===== config.mk =====
export PLATFORM = sky130hd
export DESIGN_NAME = spc_sequencer
export DESIGN_NICKNAME = d
export VERILOG_FILES = /design/src/logic/spc_pkg.sv /design/src/logic/spc_sequencer.sv
export VERILOG_INCLUDE_DIRS = /design/src /design/src/logic
export SDC_FILE = /design/constraint.sdc
export NUM_CORES = 1
export LEC_CHECK = 0
export ABC_AREA = 1
export ABC_CLOCK_PERIOD_IN_PS = 13890
export BUFFER_PORTS_ARGS = -buffer_cell sky130_fd_sc_hd__buf_2
export CAP_MARGIN = 15
export CORE_MARGIN = 2
export CORE_UTILIZATION = 65
export CTS_CLUSTER_DIAMETER = 120
export CTS_CLUSTER_SIZE = 28
export DETAILED_ROUTE_END_ITERATION = 8
export PLACE_DENSITY = 0.84
export SKIP_CTS_REPAIR_TIMING = 1
export SLEW_MARGIN = 20
export SYNTH_ARGS = -nofsm -noshare
export SYNTH_HDL_FRONTEND = slang
export SYNTH_SLANG_ARGS = --single-unit

===== constraint.sdc =====
create_clock -name clock_i -period 13.89 [get_ports clock_i]
set_input_delay 2.0835 -clock clock_i [delete_from_list [all_inputs] [get_ports clock_i]]
set_output_delay 2.0835 -clock clock_i [all_outputs]
set_load 0.05 [all_outputs]

===== src/logic/spc_params.svh =====
// spc_params.svh: offsets, field positions, reset value and update counts of the
// synthesizer control sequencer.
// assumes: included by bare name from the package and the design module.
`ifndef SPC_PARAMS_SVH
`define SPC_PARAMS_SVH

// serial frame shape
`define SPC_FRAME_BITS        5'h16
`define SPC_ADDR_BITS         3'h4
`define SPC_DATA_BITS         5'h12

// register addresses
`define SPC_ADDR_MAIN_CFG     4'h0
`define SPC_ADDR_PD_GAIN      4'h1
`define SPC_ADDR_SECT_PWR     4'h2
`define SPC_ADDR_RF1_N        4'h3
`define SPC_ADDR_RF2_N        4'h4
`define SPC_ADDR_IF_N         4'h5
`define SPC_ADDR_RF1_R        4'h6
`define SPC_ADDR_RF2_R        4'h7
`define SPC_ADDR_IF_R         4'h8

// reset value of every written register
`define SPC_REG_RESET         18'h00000

// main configuration fields
`define SPC_CFG_AUX_OUTPUT_SELECT_LSB    12
`define SPC_CFG_IFDIV_LSB     10
`define SPC_CFG_LOW_BIAS_BIT  5
`define SPC_CFG_AUTO_PWR_BIT  3
`define SPC_CFG_AUTO_GAIN_BIT 2

// gain register and power register fields
`define SPC_GAIN_RF1_LSB      0
`define SPC_GAIN_RF2_LSB      2
`define SPC_GAIN_IF_LSB       4
`define SPC_PWR_IF_BIT        1
`define SPC_PWR_RF_BIT        0

// auxiliary output select codes
`define SPC_AUX_FORCE_LOW     2'h1
`define SPC_AUX_NEAR_LIMIT    2'h3

// update-period counts and the rf1 update rate limit
`define SPC_TUNE_UPDATES      6'h0d
`define SPC_SETTLE_UPDATES    6'h19
`define SPC_SETTLE_SLOW_UPD   6'h32
`define SPC_RF1_RATE_LIMIT_HZ 64'h000000000007a120

// prescaler split of n
`define SPC_PRESCALE_BITS     5

`endif


===== src/logic/spc_pkg.sv =====
// spc_pkg: types of the synthesizer control sequencer.
// assumes: spc_params.svh is on the include path.
`include "spc_params.svh"

package spc_pkg;

   typedef enum logic {
      SPC_LOOP_RF = 1'b0,
      SPC_LOOP_IF = 1'b1
   } spc_loop_id_type;

   // per-loop tuning sequencer state
   typedef struct packed {
      logic        on_prev;
      logic        busy;
      logic [17:0] div_cnt;
      logic [5:0]  upd_cnt;
   } spc_loop_type;

   // divider program for the analog counters
   typedef struct packed {
      logic [12:0]                      main_cnt;
      logic [`SPC_PRESCALE_BITS-1:0]    swallow;
      logic [12:0]                      r_div;
   } spc_div_type;

   typedef struct packed {
      logic [1:0] rf1;
      logic [1:0] rf2;
      logic [1:0] ifl;
   } spc_gain_type;

   // registered outputs
   typedef struct packed {
      logic         aux;
      logic         flag;
      logic         if_pwr;
      logic         rf_pwr;
      logic         ref_pwr;
      logic         rf_sel;
      logic         low_bias;
      logic [1:0]   if_out_div;
      logic [1:0]   tuning;
      logic [1:0]   settled;
      logic         rf1_rate_high;
      spc_gain_type gain;
      spc_div_type  rf_div;
      spc_div_type  if_div;
   } spc_out_type;

   // whole module state
   typedef struct packed {
      logic [2:0]        sclk;
      logic [1:0]        sdat;
      logic [2:0]        serial_enable_n;
      logic [1:0]        powerdown_pin;
      logic [2:0]        refc;
      logic [1:0]        near_if;
      logic [1:0]        near_rf;
      logic [21:0]       shift;
      logic [17:0]       cfg;
      logic [17:0]       gain;
      logic [17:0]       pwr;
      logic [17:0]       n_rf1;
      logic [17:0]       n_rf2;
      logic [17:0]       n_if;
      logic [17:0]       r_rf1;
      logic [17:0]       r_rf2;
      logic [17:0]       r_if;
      logic              rf_sel;
      spc_loop_type [1:0] loop;
      spc_out_type       outs;
   } spc_state_type;

endpackage : spc_pkg


===== src/logic/spc_sequencer.sv =====
// spc_sequencer: control logic of a two-RF plus one-IF loop synthesizer:
// serial register port, power control, loop selection, gain choice,
// self-tuning and settling timing, near-limit flag and auxiliary output.
// assumes: all pins are asynchronous to clock_i and are synchronised here;
// the analog loops report their near-limit state as levels.
`timescale 1ns/1ps
`include "spc_params.svh"

module spc_sequencer #(
   parameter int unsigned REF_FREQ_HZ = 13000000
) (
   // clock and reset
   input  wire logic               clock_i,
   input  wire logic               reset_n_i,
   // three-wire serial port
   input  wire logic               serial_clock_i,
   input  wire logic               serial_data_pin_i,
   input  wire logic               serial_enable_n_i,
   // pins and analog indications
   input  wire logic               powerdown_pin_i,
   input  wire logic               reference_input_pin_i,
   input  wire logic               if_near_limit_i,
   input  wire logic               rf_near_limit_i,
   // flag and auxiliary output
   output logic                    auxiliary_output_pin_o,
   output logic                    lock_near_limit_flag_o,
   // power control
   output logic                    if_section_power_o,
   output logic                    rf_section_power_o,
   output logic                    ref_amp_power_o,
   // loop control
   output logic                    rf_loop_select_o,
   output logic                    if_low_bias_o,
   output logic [1:0]              if_output_divide_o,
   output logic [1:0]              tuning_o,
   output logic [1:0]              settled_o,
   output logic                    rf1_rate_high_o,
   output spc_pkg::spc_gain_type   gain_codes_o,
   output spc_pkg::spc_div_type    rf_divider_o,
   output spc_pkg::spc_div_type    if_divider_o
);

   // the whole state sits in one packed struct so that a single
   // register process covers every flop, synchronisers included;
   // the trade is a wide struct, but there is only one reset branch
   spc_pkg::spc_state_type s_r;
   spc_pkg::spc_state_type s_nxt;

   // decoded strobes and per-loop helper levels, all combinational;
   // each one is given a value on every path of the next-state process

   logic        sclk_rise;
   logic        sen_rise;
   logic        ref_rise;
   logic [3:0]  wr_addr;
   logic [17:0] wr_data;
   logic        wr_rf1;
   logic        wr_rf2;
   logic        wr_if;
   logic        pin_on;
   logic        auto_pwr;
   logic [1:0]  sect_on;
   logic [1:0]  trig;
   logic [1:0]  near;
   logic [17:0] r_act;
   logic [17:0] n_rf;
   logic [5:0]  limit;
   logic        rate_high;

   // rf auto gain: 00 below 8192, then steps at 8192, 16384, 32768
   function automatic logic [1:0] gain_rf1(input logic [17:0] n);
      if (n >= 18'h08000) begin
         return 2'h3;
      end else if (n >= 18'h04000) begin
         return 2'h2;
      end else if (n >= 18'h02000) begin
         return 2'h1;
      end
      return 2'h0;
   endfunction

   // rf2 auto gain: steps at 4096, 8192, 16384
   function automatic logic [1:0] gain_rf2(input logic [17:0] n);
      if (n >= 18'h04000) begin
         return 2'h3;
      end else if (n >= 18'h02000) begin
         return 2'h2;
      end else if (n >= 18'h01000) begin
         return 2'h1;
      end
      return 2'h0;
   endfunction

   // if auto gain: steps at 2048, 4096, 8192
   function automatic logic [1:0] gain_if(input logic [17:0] n);
      if (n >= 18'h02000) begin
         return 2'h3;
      end else if (n >= 18'h01000) begin
         return 2'h2;
      end else if (n >= 18'h00800) begin
         return 2'h1;
      end
      return 2'h0;
   endfunction

   // prescaler split: swallow is n modulo the prescale, main the quotient
   function automatic spc_pkg::spc_div_type split(input logic [17:0] n,
                                                  input logic [17:0] r);
      spc_pkg::spc_div_type d;
      d.main_cnt = n[17:`SPC_PRESCALE_BITS];
      d.swallow  = n[`SPC_PRESCALE_BITS-1:0];
      d.r_div    = r[12:0];
      return d;
   endfunction

   // r divisor of the selected rf loop
   function automatic logic [17:0] r_act_rf(input spc_pkg::spc_state_type s);
      return s.rf_sel ? s.r_rf2 : s.r_rf1;
   endfunction

   // whole next-state computation
   // every pin reaches logic only through its second synchroniser flop,
   // so a pin edge shows up two to three system clocks late; serial
   // pulses shorter than about two clocks may therefore be missed,
   // which limits the usable serial clock rate
   always_comb begin
      s_nxt     = s_r;
      wr_addr   = 4'h0;
      wr_data   = 18'h00000;
      wr_rf1    = 1'b0;
      wr_rf2    = 1'b0;
      wr_if     = 1'b0;
      r_act     = 18'h00000;
      limit     = 6'h00;

      // two-flop synchronisers, third stage only for edge finding
      s_nxt.sclk    = {s_r.sclk[1:0], serial_clock_i};
      s_nxt.sdat    = {s_r.sdat[0], serial_data_pin_i};
      s_nxt.serial_enable_n     = {s_r.serial_enable_n[1:0], serial_enable_n_i};
      s_nxt.powerdown_pin    = {s_r.powerdown_pin[0], powerdown_pin_i};
      s_nxt.refc    = {s_r.refc[1:0], reference_input_pin_i};
      s_nxt.near_if = {s_r.near_if[0], if_near_limit_i};
      s_nxt.near_rf = {s_r.near_rf[0], rf_near_limit_i};
      sclk_rise = s_r.sclk[1] & ~s_r.sclk[2];
      sen_rise  = s_r.serial_enable_n[1] & ~s_r.serial_enable_n[2];
      ref_rise  = s_r.refc[1] & ~s_r.refc[2];

      // shifting never looks at power state, so writes land in any mode;
      // the shift register simply keeps the newest 22 bits, so a frame
      // with extra leading bits still lands on the right address
      if (sclk_rise && !s_r.serial_enable_n[1]) begin
         s_nxt.shift = {s_r.shift[20:0], s_r.sdat[1]};
      end

      // frame ends: low four bits are the address, upper eighteen the data
      if (sen_rise) begin
         wr_addr = s_r.shift[3:0];
         wr_data = s_r.shift[21:4];
         unique case (wr_addr)
            `SPC_ADDR_MAIN_CFG: s_nxt.cfg  = wr_data;
            `SPC_ADDR_PD_GAIN:  s_nxt.gain = wr_data;
            `SPC_ADDR_SECT_PWR: s_nxt.pwr  = wr_data;
            `SPC_ADDR_RF1_N: begin
               s_nxt.n_rf1 = wr_data;
               wr_rf1 = 1'b1;
            end
            `SPC_ADDR_RF2_N: begin
               s_nxt.n_rf2 = {1'b0, wr_data[16:0]};
               wr_rf2 = 1'b1;
            end
            `SPC_ADDR_IF_N: begin
               s_nxt.n_if = {2'h0, wr_data[15:0]};
               wr_if = 1'b1;
            end
            `SPC_ADDR_RF1_R: begin
               s_nxt.r_rf1 = {5'h00, wr_data[12:0]};
               wr_rf1 = 1'b1;
            end
            `SPC_ADDR_RF2_R: begin
               s_nxt.r_rf2 = {5'h00, wr_data[12:0]};
               wr_rf2 = 1'b1;
            end
            `SPC_ADDR_IF_R: begin
               s_nxt.r_if = {5'h00, wr_data[12:0]};
               wr_if = 1'b1;
            end
            default: begin
               // reserved addresses are dropped
            end
         endcase
      end

      // last written rf divisor picks the rf loop and output buffer source
      if (wr_rf1) begin
         s_nxt.rf_sel = 1'b0;
      end else if (wr_rf2) begin
         s_nxt.rf_sel = 1'b1;
      end

      // power: pin low wins, auto bit acts as both section bits set
      pin_on   = s_r.powerdown_pin[1];
      auto_pwr = s_r.cfg[`SPC_CFG_AUTO_PWR_BIT];
      sect_on[spc_pkg::SPC_LOOP_IF] = pin_on &
         (auto_pwr | s_r.pwr[`SPC_PWR_IF_BIT]);
      sect_on[spc_pkg::SPC_LOOP_RF] = pin_on &
         (auto_pwr | s_r.pwr[`SPC_PWR_RF_BIT]);

      // a new frequency while powered, or a power-up, restarts tuning;
      // a rewrite with an unchanged value also retunes, which is harmless
      // and saves comparing against the old divisor
      trig[spc_pkg::SPC_LOOP_RF] = wr_rf1 | wr_rf2 |
         ~s_r.loop[spc_pkg::SPC_LOOP_RF].on_prev;
      trig[spc_pkg::SPC_LOOP_IF] = wr_if |
         ~s_r.loop[spc_pkg::SPC_LOOP_IF].on_prev;

      // rf1 update rate above the limit when reference / r exceeds it
      rate_high = (64'(s_r.r_rf1) * `SPC_RF1_RATE_LIMIT_HZ)
                  < 64'(REF_FREQ_HZ);
      s_nxt.outs.rf1_rate_high = rate_high;

      near[spc_pkg::SPC_LOOP_IF] = s_r.near_if[1];
      near[spc_pkg::SPC_LOOP_RF] = s_r.near_rf[1];
      n_rf = s_r.rf_sel ? s_r.n_rf2 : s_r.n_rf1;

      // per-loop tuning and settling sequencer
      // the update counter saturates at its limit, so settled stays high
      // until power goes off or a new trigger restarts the count
      for (int i = 0; i < 2; i++) begin
         if (i == int'(spc_pkg::SPC_LOOP_RF)) begin
            r_act = s_r.rf_sel ? s_r.r_rf2 : s_r.r_rf1;
            limit = `SPC_TUNE_UPDATES + ((rate_high && !s_r.rf_sel) ?
                    `SPC_SETTLE_SLOW_UPD : `SPC_SETTLE_UPDATES);
         end else begin
            r_act = s_r.r_if;
            limit = `SPC_TUNE_UPDATES + `SPC_SETTLE_UPDATES;
         end
         s_nxt.loop[i].on_prev = sect_on[i];
         if (!sect_on[i]) begin
            s_nxt.loop[i].busy    = 1'b0;
            s_nxt.loop[i].div_cnt = 18'h00000;
            s_nxt.loop[i].upd_cnt = 6'h00;
         end else if (trig[i]) begin
            s_nxt.loop[i].busy    = 1'b1;
            s_nxt.loop[i].div_cnt = 18'h00000;
            s_nxt.loop[i].upd_cnt = 6'h00;
         end else if (s_r.loop[i].busy && ref_rise) begin
            // r of zero behaves as one so the counter cannot stall
            if ((s_r.loop[i].div_cnt + 18'h00001) >= r_act) begin
               s_nxt.loop[i].div_cnt = 18'h00000;
               if (s_r.loop[i].upd_cnt < limit) begin
                  s_nxt.loop[i].upd_cnt = s_r.loop[i].upd_cnt + 6'h01;
               end
            end else begin
               s_nxt.loop[i].div_cnt = s_r.loop[i].div_cnt + 18'h00001;
            end
         end
         s_nxt.outs.tuning[i] = s_nxt.loop[i].busy &&
            (s_nxt.loop[i].upd_cnt < `SPC_TUNE_UPDATES);
         s_nxt.outs.settled[i] = s_nxt.loop[i].busy &&
            (s_nxt.loop[i].upd_cnt >= limit);
      end

      // near-limit flag: tuning or a powered loop past tuning near its limit
      s_nxt.outs.flag =
         s_nxt.outs.tuning[spc_pkg::SPC_LOOP_IF] |
         s_nxt.outs.tuning[spc_pkg::SPC_LOOP_RF] |
         (sect_on[spc_pkg::SPC_LOOP_IF] & near[spc_pkg::SPC_LOOP_IF]) |
         (sect_on[spc_pkg::SPC_LOOP_RF] & near[spc_pkg::SPC_LOOP_RF]);

      // auxiliary pin: flag on 11, low for 01 and the reserved codes
      unique case (s_r.cfg[`SPC_CFG_AUX_OUTPUT_SELECT_LSB +: 2])
         `SPC_AUX_NEAR_LIMIT: s_nxt.outs.aux = s_nxt.outs.flag;
         `SPC_AUX_FORCE_LOW:  s_nxt.outs.aux = 1'b0;
         default:             s_nxt.outs.aux = 1'b0;
      endcase

      // gain codes: register copy or choice from n
      // auto gain reads the stored n of each loop, not only the active
      // rf loop, so both rf codes stay ready for a band switch
      if (s_r.cfg[`SPC_CFG_AUTO_GAIN_BIT]) begin
         s_nxt.outs.gain.rf1 = gain_rf1(s_r.n_rf1);
         s_nxt.outs.gain.rf2 = gain_rf2(s_r.n_rf2);
         s_nxt.outs.gain.ifl = gain_if(s_r.n_if);
      end else begin
         s_nxt.outs.gain.rf1 = s_r.gain[`SPC_GAIN_RF1_LSB +: 2];
         s_nxt.outs.gain.rf2 = s_r.gain[`SPC_GAIN_RF2_LSB +: 2];
         s_nxt.outs.gain.ifl = s_r.gain[`SPC_GAIN_IF_LSB +: 2];
      end

      // divider programs for the analog counters
      s_nxt.outs.rf_div = split(n_rf, r_act_rf(s_r));
      s_nxt.outs.if_div = split(s_r.n_if, s_r.r_if);

      // remaining control levels
      s_nxt.outs.if_pwr     = sect_on[spc_pkg::SPC_LOOP_IF];
      s_nxt.outs.rf_pwr     = sect_on[spc_pkg::SPC_LOOP_RF];
      s_nxt.outs.ref_pwr    = pin_on & (auto_pwr | (s_r.pwr[`SPC_PWR_IF_BIT] &
                              s_r.pwr[`SPC_PWR_RF_BIT]));
      s_nxt.outs.rf_sel     = s_r.rf_sel;
      s_nxt.outs.low_bias   = s_r.cfg[`SPC_CFG_LOW_BIAS_BIT];
      s_nxt.outs.if_out_div = s_r.cfg[`SPC_CFG_IFDIV_LSB +: 2];
   end

   // state register; everything resets to zero, so both sections start off;
   // the enable synchroniser starts at its idle high level so that no false
   // frame commit follows the release of reset
   always_ff @(posedge clock_i or negedge reset_n_i) begin
      if (!reset_n_i) begin
         s_r     <= '0;
         s_r.serial_enable_n <= 3'h7;
      end else begin
         s_r <= s_nxt;
      end
   end

   // outputs straight from the state register; no output passes
   // through any gate after its flop, so pins never glitch
   assign auxiliary_output_pin_o = s_r.outs.aux;
   assign lock_near_limit_flag_o = s_r.outs.flag;
   assign if_section_power_o     = s_r.outs.if_pwr;
   assign rf_section_power_o     = s_r.outs.rf_pwr;
   assign ref_amp_power_o        = s_r.outs.ref_pwr;
   assign rf_loop_select_o       = s_r.outs.rf_sel;
   assign if_low_bias_o          = s_r.outs.low_bias;
   assign if_output_divide_o     = s_r.outs.if_out_div;
   assign tuning_o               = s_r.outs.tuning;
   assign settled_o              = s_r.outs.settled;
   assign rf1_rate_high_o        = s_r.outs.rf1_rate_high;
   assign gain_codes_o           = s_r.outs.gain;
   assign rf_divider_o           = s_r.outs.rf_div;
   assign if_divider_o           = s_r.outs.if_div;

endmodule // spc_sequencer


; ---- Word level (Yosys, flattened, before mapping)
; Cells that the tools add are included.
[op_classes]
order_cmp = 18
bitwise_logic = 23
multipliers = 1
add_sub_neg = 5
n_div = 0
shifts = 0
reduce_logical = 24
muxes = 51
n_eq_ne = 11
[op_table]
columns = operator, n
row1 = $mux 24, 4
row2 = $mux 18, 3
row3 = $mux 25, 2
row4 = $add 18x1->18 const B, 2
row5 = $mux 6, 6
row6 = $lt 32x24->1 const B, 1
row7 = $mul 13x14->27 const B, 1
row8 = $mux 2, 12
row9 = $mux 1, 23
row10 = $ge 18x13->1, 1
row11 = $ge 18x14->1 const B, 1
row12 = $ge 18x15->1 const B, 1
row13 = $ge 18x16->1 const B, 1
row14 = $ge 18x18->1, 1
row15 = $reduce_and 2->1, 9
row16 = $ge 17x13->1 const B, 1
row17 = $ge 17x14->1 const B, 1
row18 = $ge 17x15->1 const B, 1
row19 = $eq 4x3->1 const B, 4
row20 = $ge 16x12->1 const B, 1
row21 = $ge 16x13->1 const B, 1
row22 = $ge 16x14->1 const B, 1
row23 = $mux 13, 1
row24 = $add 6x1->6 const B, 2
row25 = other kinds (19), 52
[word_totals]
mem_bits_ro = 0
latchBits = 0
reg_bits = 282
mem_bits_rw = 0
memories = 0

; ---- Depth between registers and ports, before layout
[depth]
word_depth = 17
ltp_mapped = 42
mapped_depth_nobuf = 42

; ---- Least setup slack after synthesis
; OpenSTA, ideal clock, no wires.
[synth_timing]
path_kind = register to register
start = register s_r[172] (netlist bit)
end = register s_r (netlist bit settled_o[0])
setup_time_ps = 117
setup_slack_ps = 7685
arrival_time_ps = 6088
n_path_buf = 0
period_less_slack_ps = 6205
stages_incl_launch_ff = 40
path_cell_list = dfrtp_1 fa_1 inv_1 fa_1 inv_1 ha_1 fa_1 inv_1 fa_1 inv_1 ha_1 nand2_1 inv_1 a21oi_1 nand3_1 nand2_1 nand2_1 nand2_1 (+4 left out) nand2_1 ha_1 nand3_1 nand3_1 nor2_2 nand2_2 clkinv_1 nand2_1 nand2_1 nand2_1 nor2_1 ha_1 o21ai_0 nor2_1 nand2_1 nand2_1 nand2_1 a21oi_2
[synth_rtl]
columns = item, line_no
row1 = "start, declared", spc_sequencer.sv:46  ; spc_pkg::spc_state_type s_r;
row2 = "start signal, assigned", spc_sequencer.sv:312  ; s_r <= s_nxt;

==> summary.json <==
{
  "die": {
    "dieHeight_microns": 158,
    "top_level_ports": 91,
    "core_area_sq_mm": 0.0234,
    "placementRows": 56,
    "die_width_microns": 158,
    "fp.dieArea_sq_mm": 0.0250,
    "initial_core_utilization_pct": 65.9
  },
  "global_route": {
    "grt_antenna_before_repair": 0,
    "grt_busiest_layer": "met2",
    "gr-usage-met3_pct": 3.56,
    "grtUsageMet2_pct": 44.1,
    "first_global_vias": 10849,
    "global_route_wire_length_before_repair_microns": 53800,
    "maximum_number_of_pins_on_one_net_before_global_route_repair": 115,
    "globalRouteOverflowTotal": 0,
    "globalRouteTotalUtil_pct": 27.1,
    "groute.layer.met1.usage_pct": 39.4
  },
  "finish": {
    "postLayoutCellArea_sq_mm": 0.0160,
    "antenna_cells": 0,
    "n_fill_cell": 1808,
    "num-nets-final": 1936,
    "post_layout_nonfiller_instances": 2087,
    "ff_latch_area_sq_mm": 0.00689,
    "layout_common_cells": "sky130_fd_sc_hd__nand2_1 (381), sky130_fd_sc_hd__inv_1 (278), sky130_fd_sc_hd__dfrtp_1 (272)",
    "area_delta_synth_final_pct": 3.81,
    "multiInputGateArea_sq_mm": 0.00676,
    "layout.cells.most_common": "sky130_fd_sc_hd__nand2_1",
    "drive_above_1_share_pct": 10.3
  },
  "route": {
    "initialDrtViolationCount": 1086,
    "routed-via-count": 11305,
    "wl_per_cell_microns": 15.8,
    "drtAntennaViolNets": 0,
    "firstDrtPassIters": 5,
    "post-route-drc-count": 0,
    "drt-vias-per-instance": 5.42,
    "route.final.wire_length_microns": 32900
  },
  "logic_synthesis": {
    "post_synth_num_cell_types": 49,
    "postSynthAreaPerCell_sq_um": 8.76,
    "synth_enable_flop_cells": 0,
    "ys_dominant_reg_cell": "sky130_fd_sc_hd__dfrtp_1",
    "synthDominantCellAreaShare_pct": 44.2,
    "ys_ff_latch": 275,
    "yosys-top-cells-area": "sky130_fd_sc_hd__dfrtp_1 (44%), sky130_fd_sc_hd__ha_1 (10%), sky130_fd_sc_hd__nand2_1 (9.3%)",
    "yosys_warnings": 0,
    "synth.yosys.seq_area_share_pct": 44.7,
    "synth-async-reset-ratio_pct": 100,
    "post-synth-top-area-cell": "sky130_fd_sc_hd__dfrtp_1",
    "syn-cell-area_sq_mm": 0.0154,
    "postSynthCellCount": 1760
  },
  "power_and_ir_drop": {
    "power_density_mw_per_mm2": 156,
    "leakage_nw": 8.57,
    "vdd.ir_drop.worst_mv": 0.136,
    "finalPower_mw": 2.49
  },
  "worst_setup_path": {
    "timing.critical_path.from_type": "flip-flop",
    "worst_setup_path_end_kind": "flip-flop",
    "path_buf_inv": 5,
    "crit_path_max_incr_delay_ns": 0.60,
    "crit_type": "reg2reg",
    "critical_path.most_common_cell": "sky130_fd_sc_hd__nand2_1",
    "crit_fanout": 9,
    "cpLargestDelayFamily": "adder cells",
    "cp.arrival_ns": 7.42,
    "cp_data_required_time_ns": 14.28,
    "critical_path.slowest_cell": "sky130_fd_sc_hd__fa_1"
  },
  "cts": {
    "cts_tree": "yes",
    "clockRootBuffer": "sky130_fd_sc_hd__clkbuf_16",
    "cts_buffers": 13,
    "cts.clk_slew.worst_paths_ns": 0.11,
    "tritoncts_num_sinks": 275,
    "skew_pair_late_insertion_delay_ns": 0.49,
    "clock_path_buffers": 3,
    "cts_htree_levels": 1
  },
  "timing": {
    "layout_min_cycle_time_ns": 7.03,
    "relSlewSlack_pct": 38.9,
    "max_slew_violation_total_from_the_final_report": 0,
    "hold_viol": 0,
    "setup_violations": 0,
    "grt_setup_unrepaired": "false",
    "fmax_ghz": 0.142,
    "final.setup.tns_ns": 0,
    "min_period_over_period_pct": 50.6,
    "worst_slew_pin_slew_ns": 0.916,
    "skew_ns": 0.0155
  },
  "job": {
    "cap_violations": 0
  },
  "placed_design": {
    "portBuffers": 88,
    "placed_standard_cell_area_sq_mm": 0.0156,
    "post-dp-hpwl_microns": 24200,
    "dp_cells": 2067,
    "gp_congestion": 0.911
  },
  "min_path": {
    "hold_class": "reg2reg"
  },
  "run_status": {
    "outcome": "finished, final reports clean"
  }
}
==> metal layers <==
metal  up-vias  routed length, microns
li1       5478                       -
met1      5423                   15100
met2       360                   15400
met3        44                    1870
met4         0                     592
met5         -                       0
==> state kept, by name, summed over array words and instances (netlist names), 6 cells and up <==
signal	count
gain_codes_o	6
if_divider_o	29
r_act	13
rf_divider_o	31
s_nxt	30
s_r	148
==> final timing paths <==
| path | end | start | slack (ns) | cells past startpoint |
|---|---|---|---|---|
| setup reg to reg | settled_o[0]$_DFF_PN0_ | s_r[172]$_DFFE_PN0P_ | 6.86 | 39 |
| hold reg to reg | near[0]$_DFF_PN0_ | s_nxt[320]$_DFF_PN0_ | 0.36 | 0 |
| setup / recovery | settled_o[0]$_DFF_PN0_ | s_r[172]$_DFFE_PN0P_ | 6.86 | 39 |
| max in group asynchronous | rf_divider_o[14]$_DFF_PN0_ | reset_n_i | 10.06 | 3 |
| min in group asynchronous | rf_divider_o[9]$_DFF_PN0_ | reset_n_i | 1.62 | 1 |
| hold / removal | near[0]$_DFF_PN0_ | s_nxt[320]$_DFF_PN0_ | 0.36 | 0 |
==> cell usage after synthesis, types with 3 or more instances <==
master	count
sky130_fd_sc_hd__nor2_2	12
sky130_fd_sc_hd__a31oi_1	4
sky130_fd_sc_hd__nor4_1	3
sky130_fd_sc_hd__nor2_1	107
sky130_fd_sc_hd__dfrtp_1	272
sky130_fd_sc_hd__nand3_2	7
sky130_fd_sc_hd__nand3b_1	7
sky130_fd_sc_hd__nor3_1	15
sky130_fd_sc_hd__nand4_1	21
sky130_fd_sc_hd__o22ai_1	15
sky130_fd_sc_hd__clkbuf_1	29
sky130_fd_sc_hd__inv_1	278
sky130_fd_sc_hd__nand2_2	10
sky130_fd_sc_hd__a21oi_1	37
sky130_fd_sc_hd__nand2_1	381
sky130_fd_sc_hd__nand3_1	63
sky130_fd_sc_hd__xor2_1	22
sky130_fd_sc_hd__fa_1	41
sky130_fd_sc_hd__or2_2	14
sky130_fd_sc_hd__xnor2_1	5
sky130_fd_sc_hd__buf_4	74
sky130_fd_sc_hd__a21oi_2	6
sky130_fd_sc_hd__dfstp_2	3
sky130_fd_sc_hd__ha_1	123
sky130_fd_sc_hd__o21ai_0	168
sky130_fd_sc_hd__inv_2	11
==> power by group <==
part	internal, mW	total, mW	switching (mW)	leakage [nW]
Clock	0.182	0.426	0.244	0.181
Combinational	0.333	1.08	0.746	4.68
Sequential	0.913	0.989	0.0759	3.71
==> cell families (layout without fill, tap and decap cells) <==
kind of cell / after synthesis / in the layout / share of synthesized area [%]
and+or+nand+nor: 650 / 650 / 18.3
muxes: 3 / 3 / 0.211
other: 1 / 2 / 0.0243
xor gates and xnor gates: 27 / 27 / 1.53
AOI/OAI and AO/OA: 242 / 242 / 8.43
adders and majority gates: 164 / 164 / 15.3
DFF: 275 / 275 / 44.7
buffers and inverters: 398 / 405 / 11.5
==> area by class of cell <==
class	instances	area share, %
clock inverter	2	0.0860
inverter	291	6.83
clock buffer	18	2.21
sequential	275	43.0
multi-input combinational	1088	42.2
timing repair buffer	94	3.12
tap	319	2.49
==> stage by stage <==
stage	worst slack [ns]	utilization [%]	hold WS, ns
floorplan	7.68	-	0.331
global placement	7.14	66.8	0.335
detailed placement	6.96	66.8	0.335
CTS	6.91	68.4	0.358
global route	6.28	68.4	0.371
finish	6.86	68.4	0.356
(Power assumes the default switching activity.)
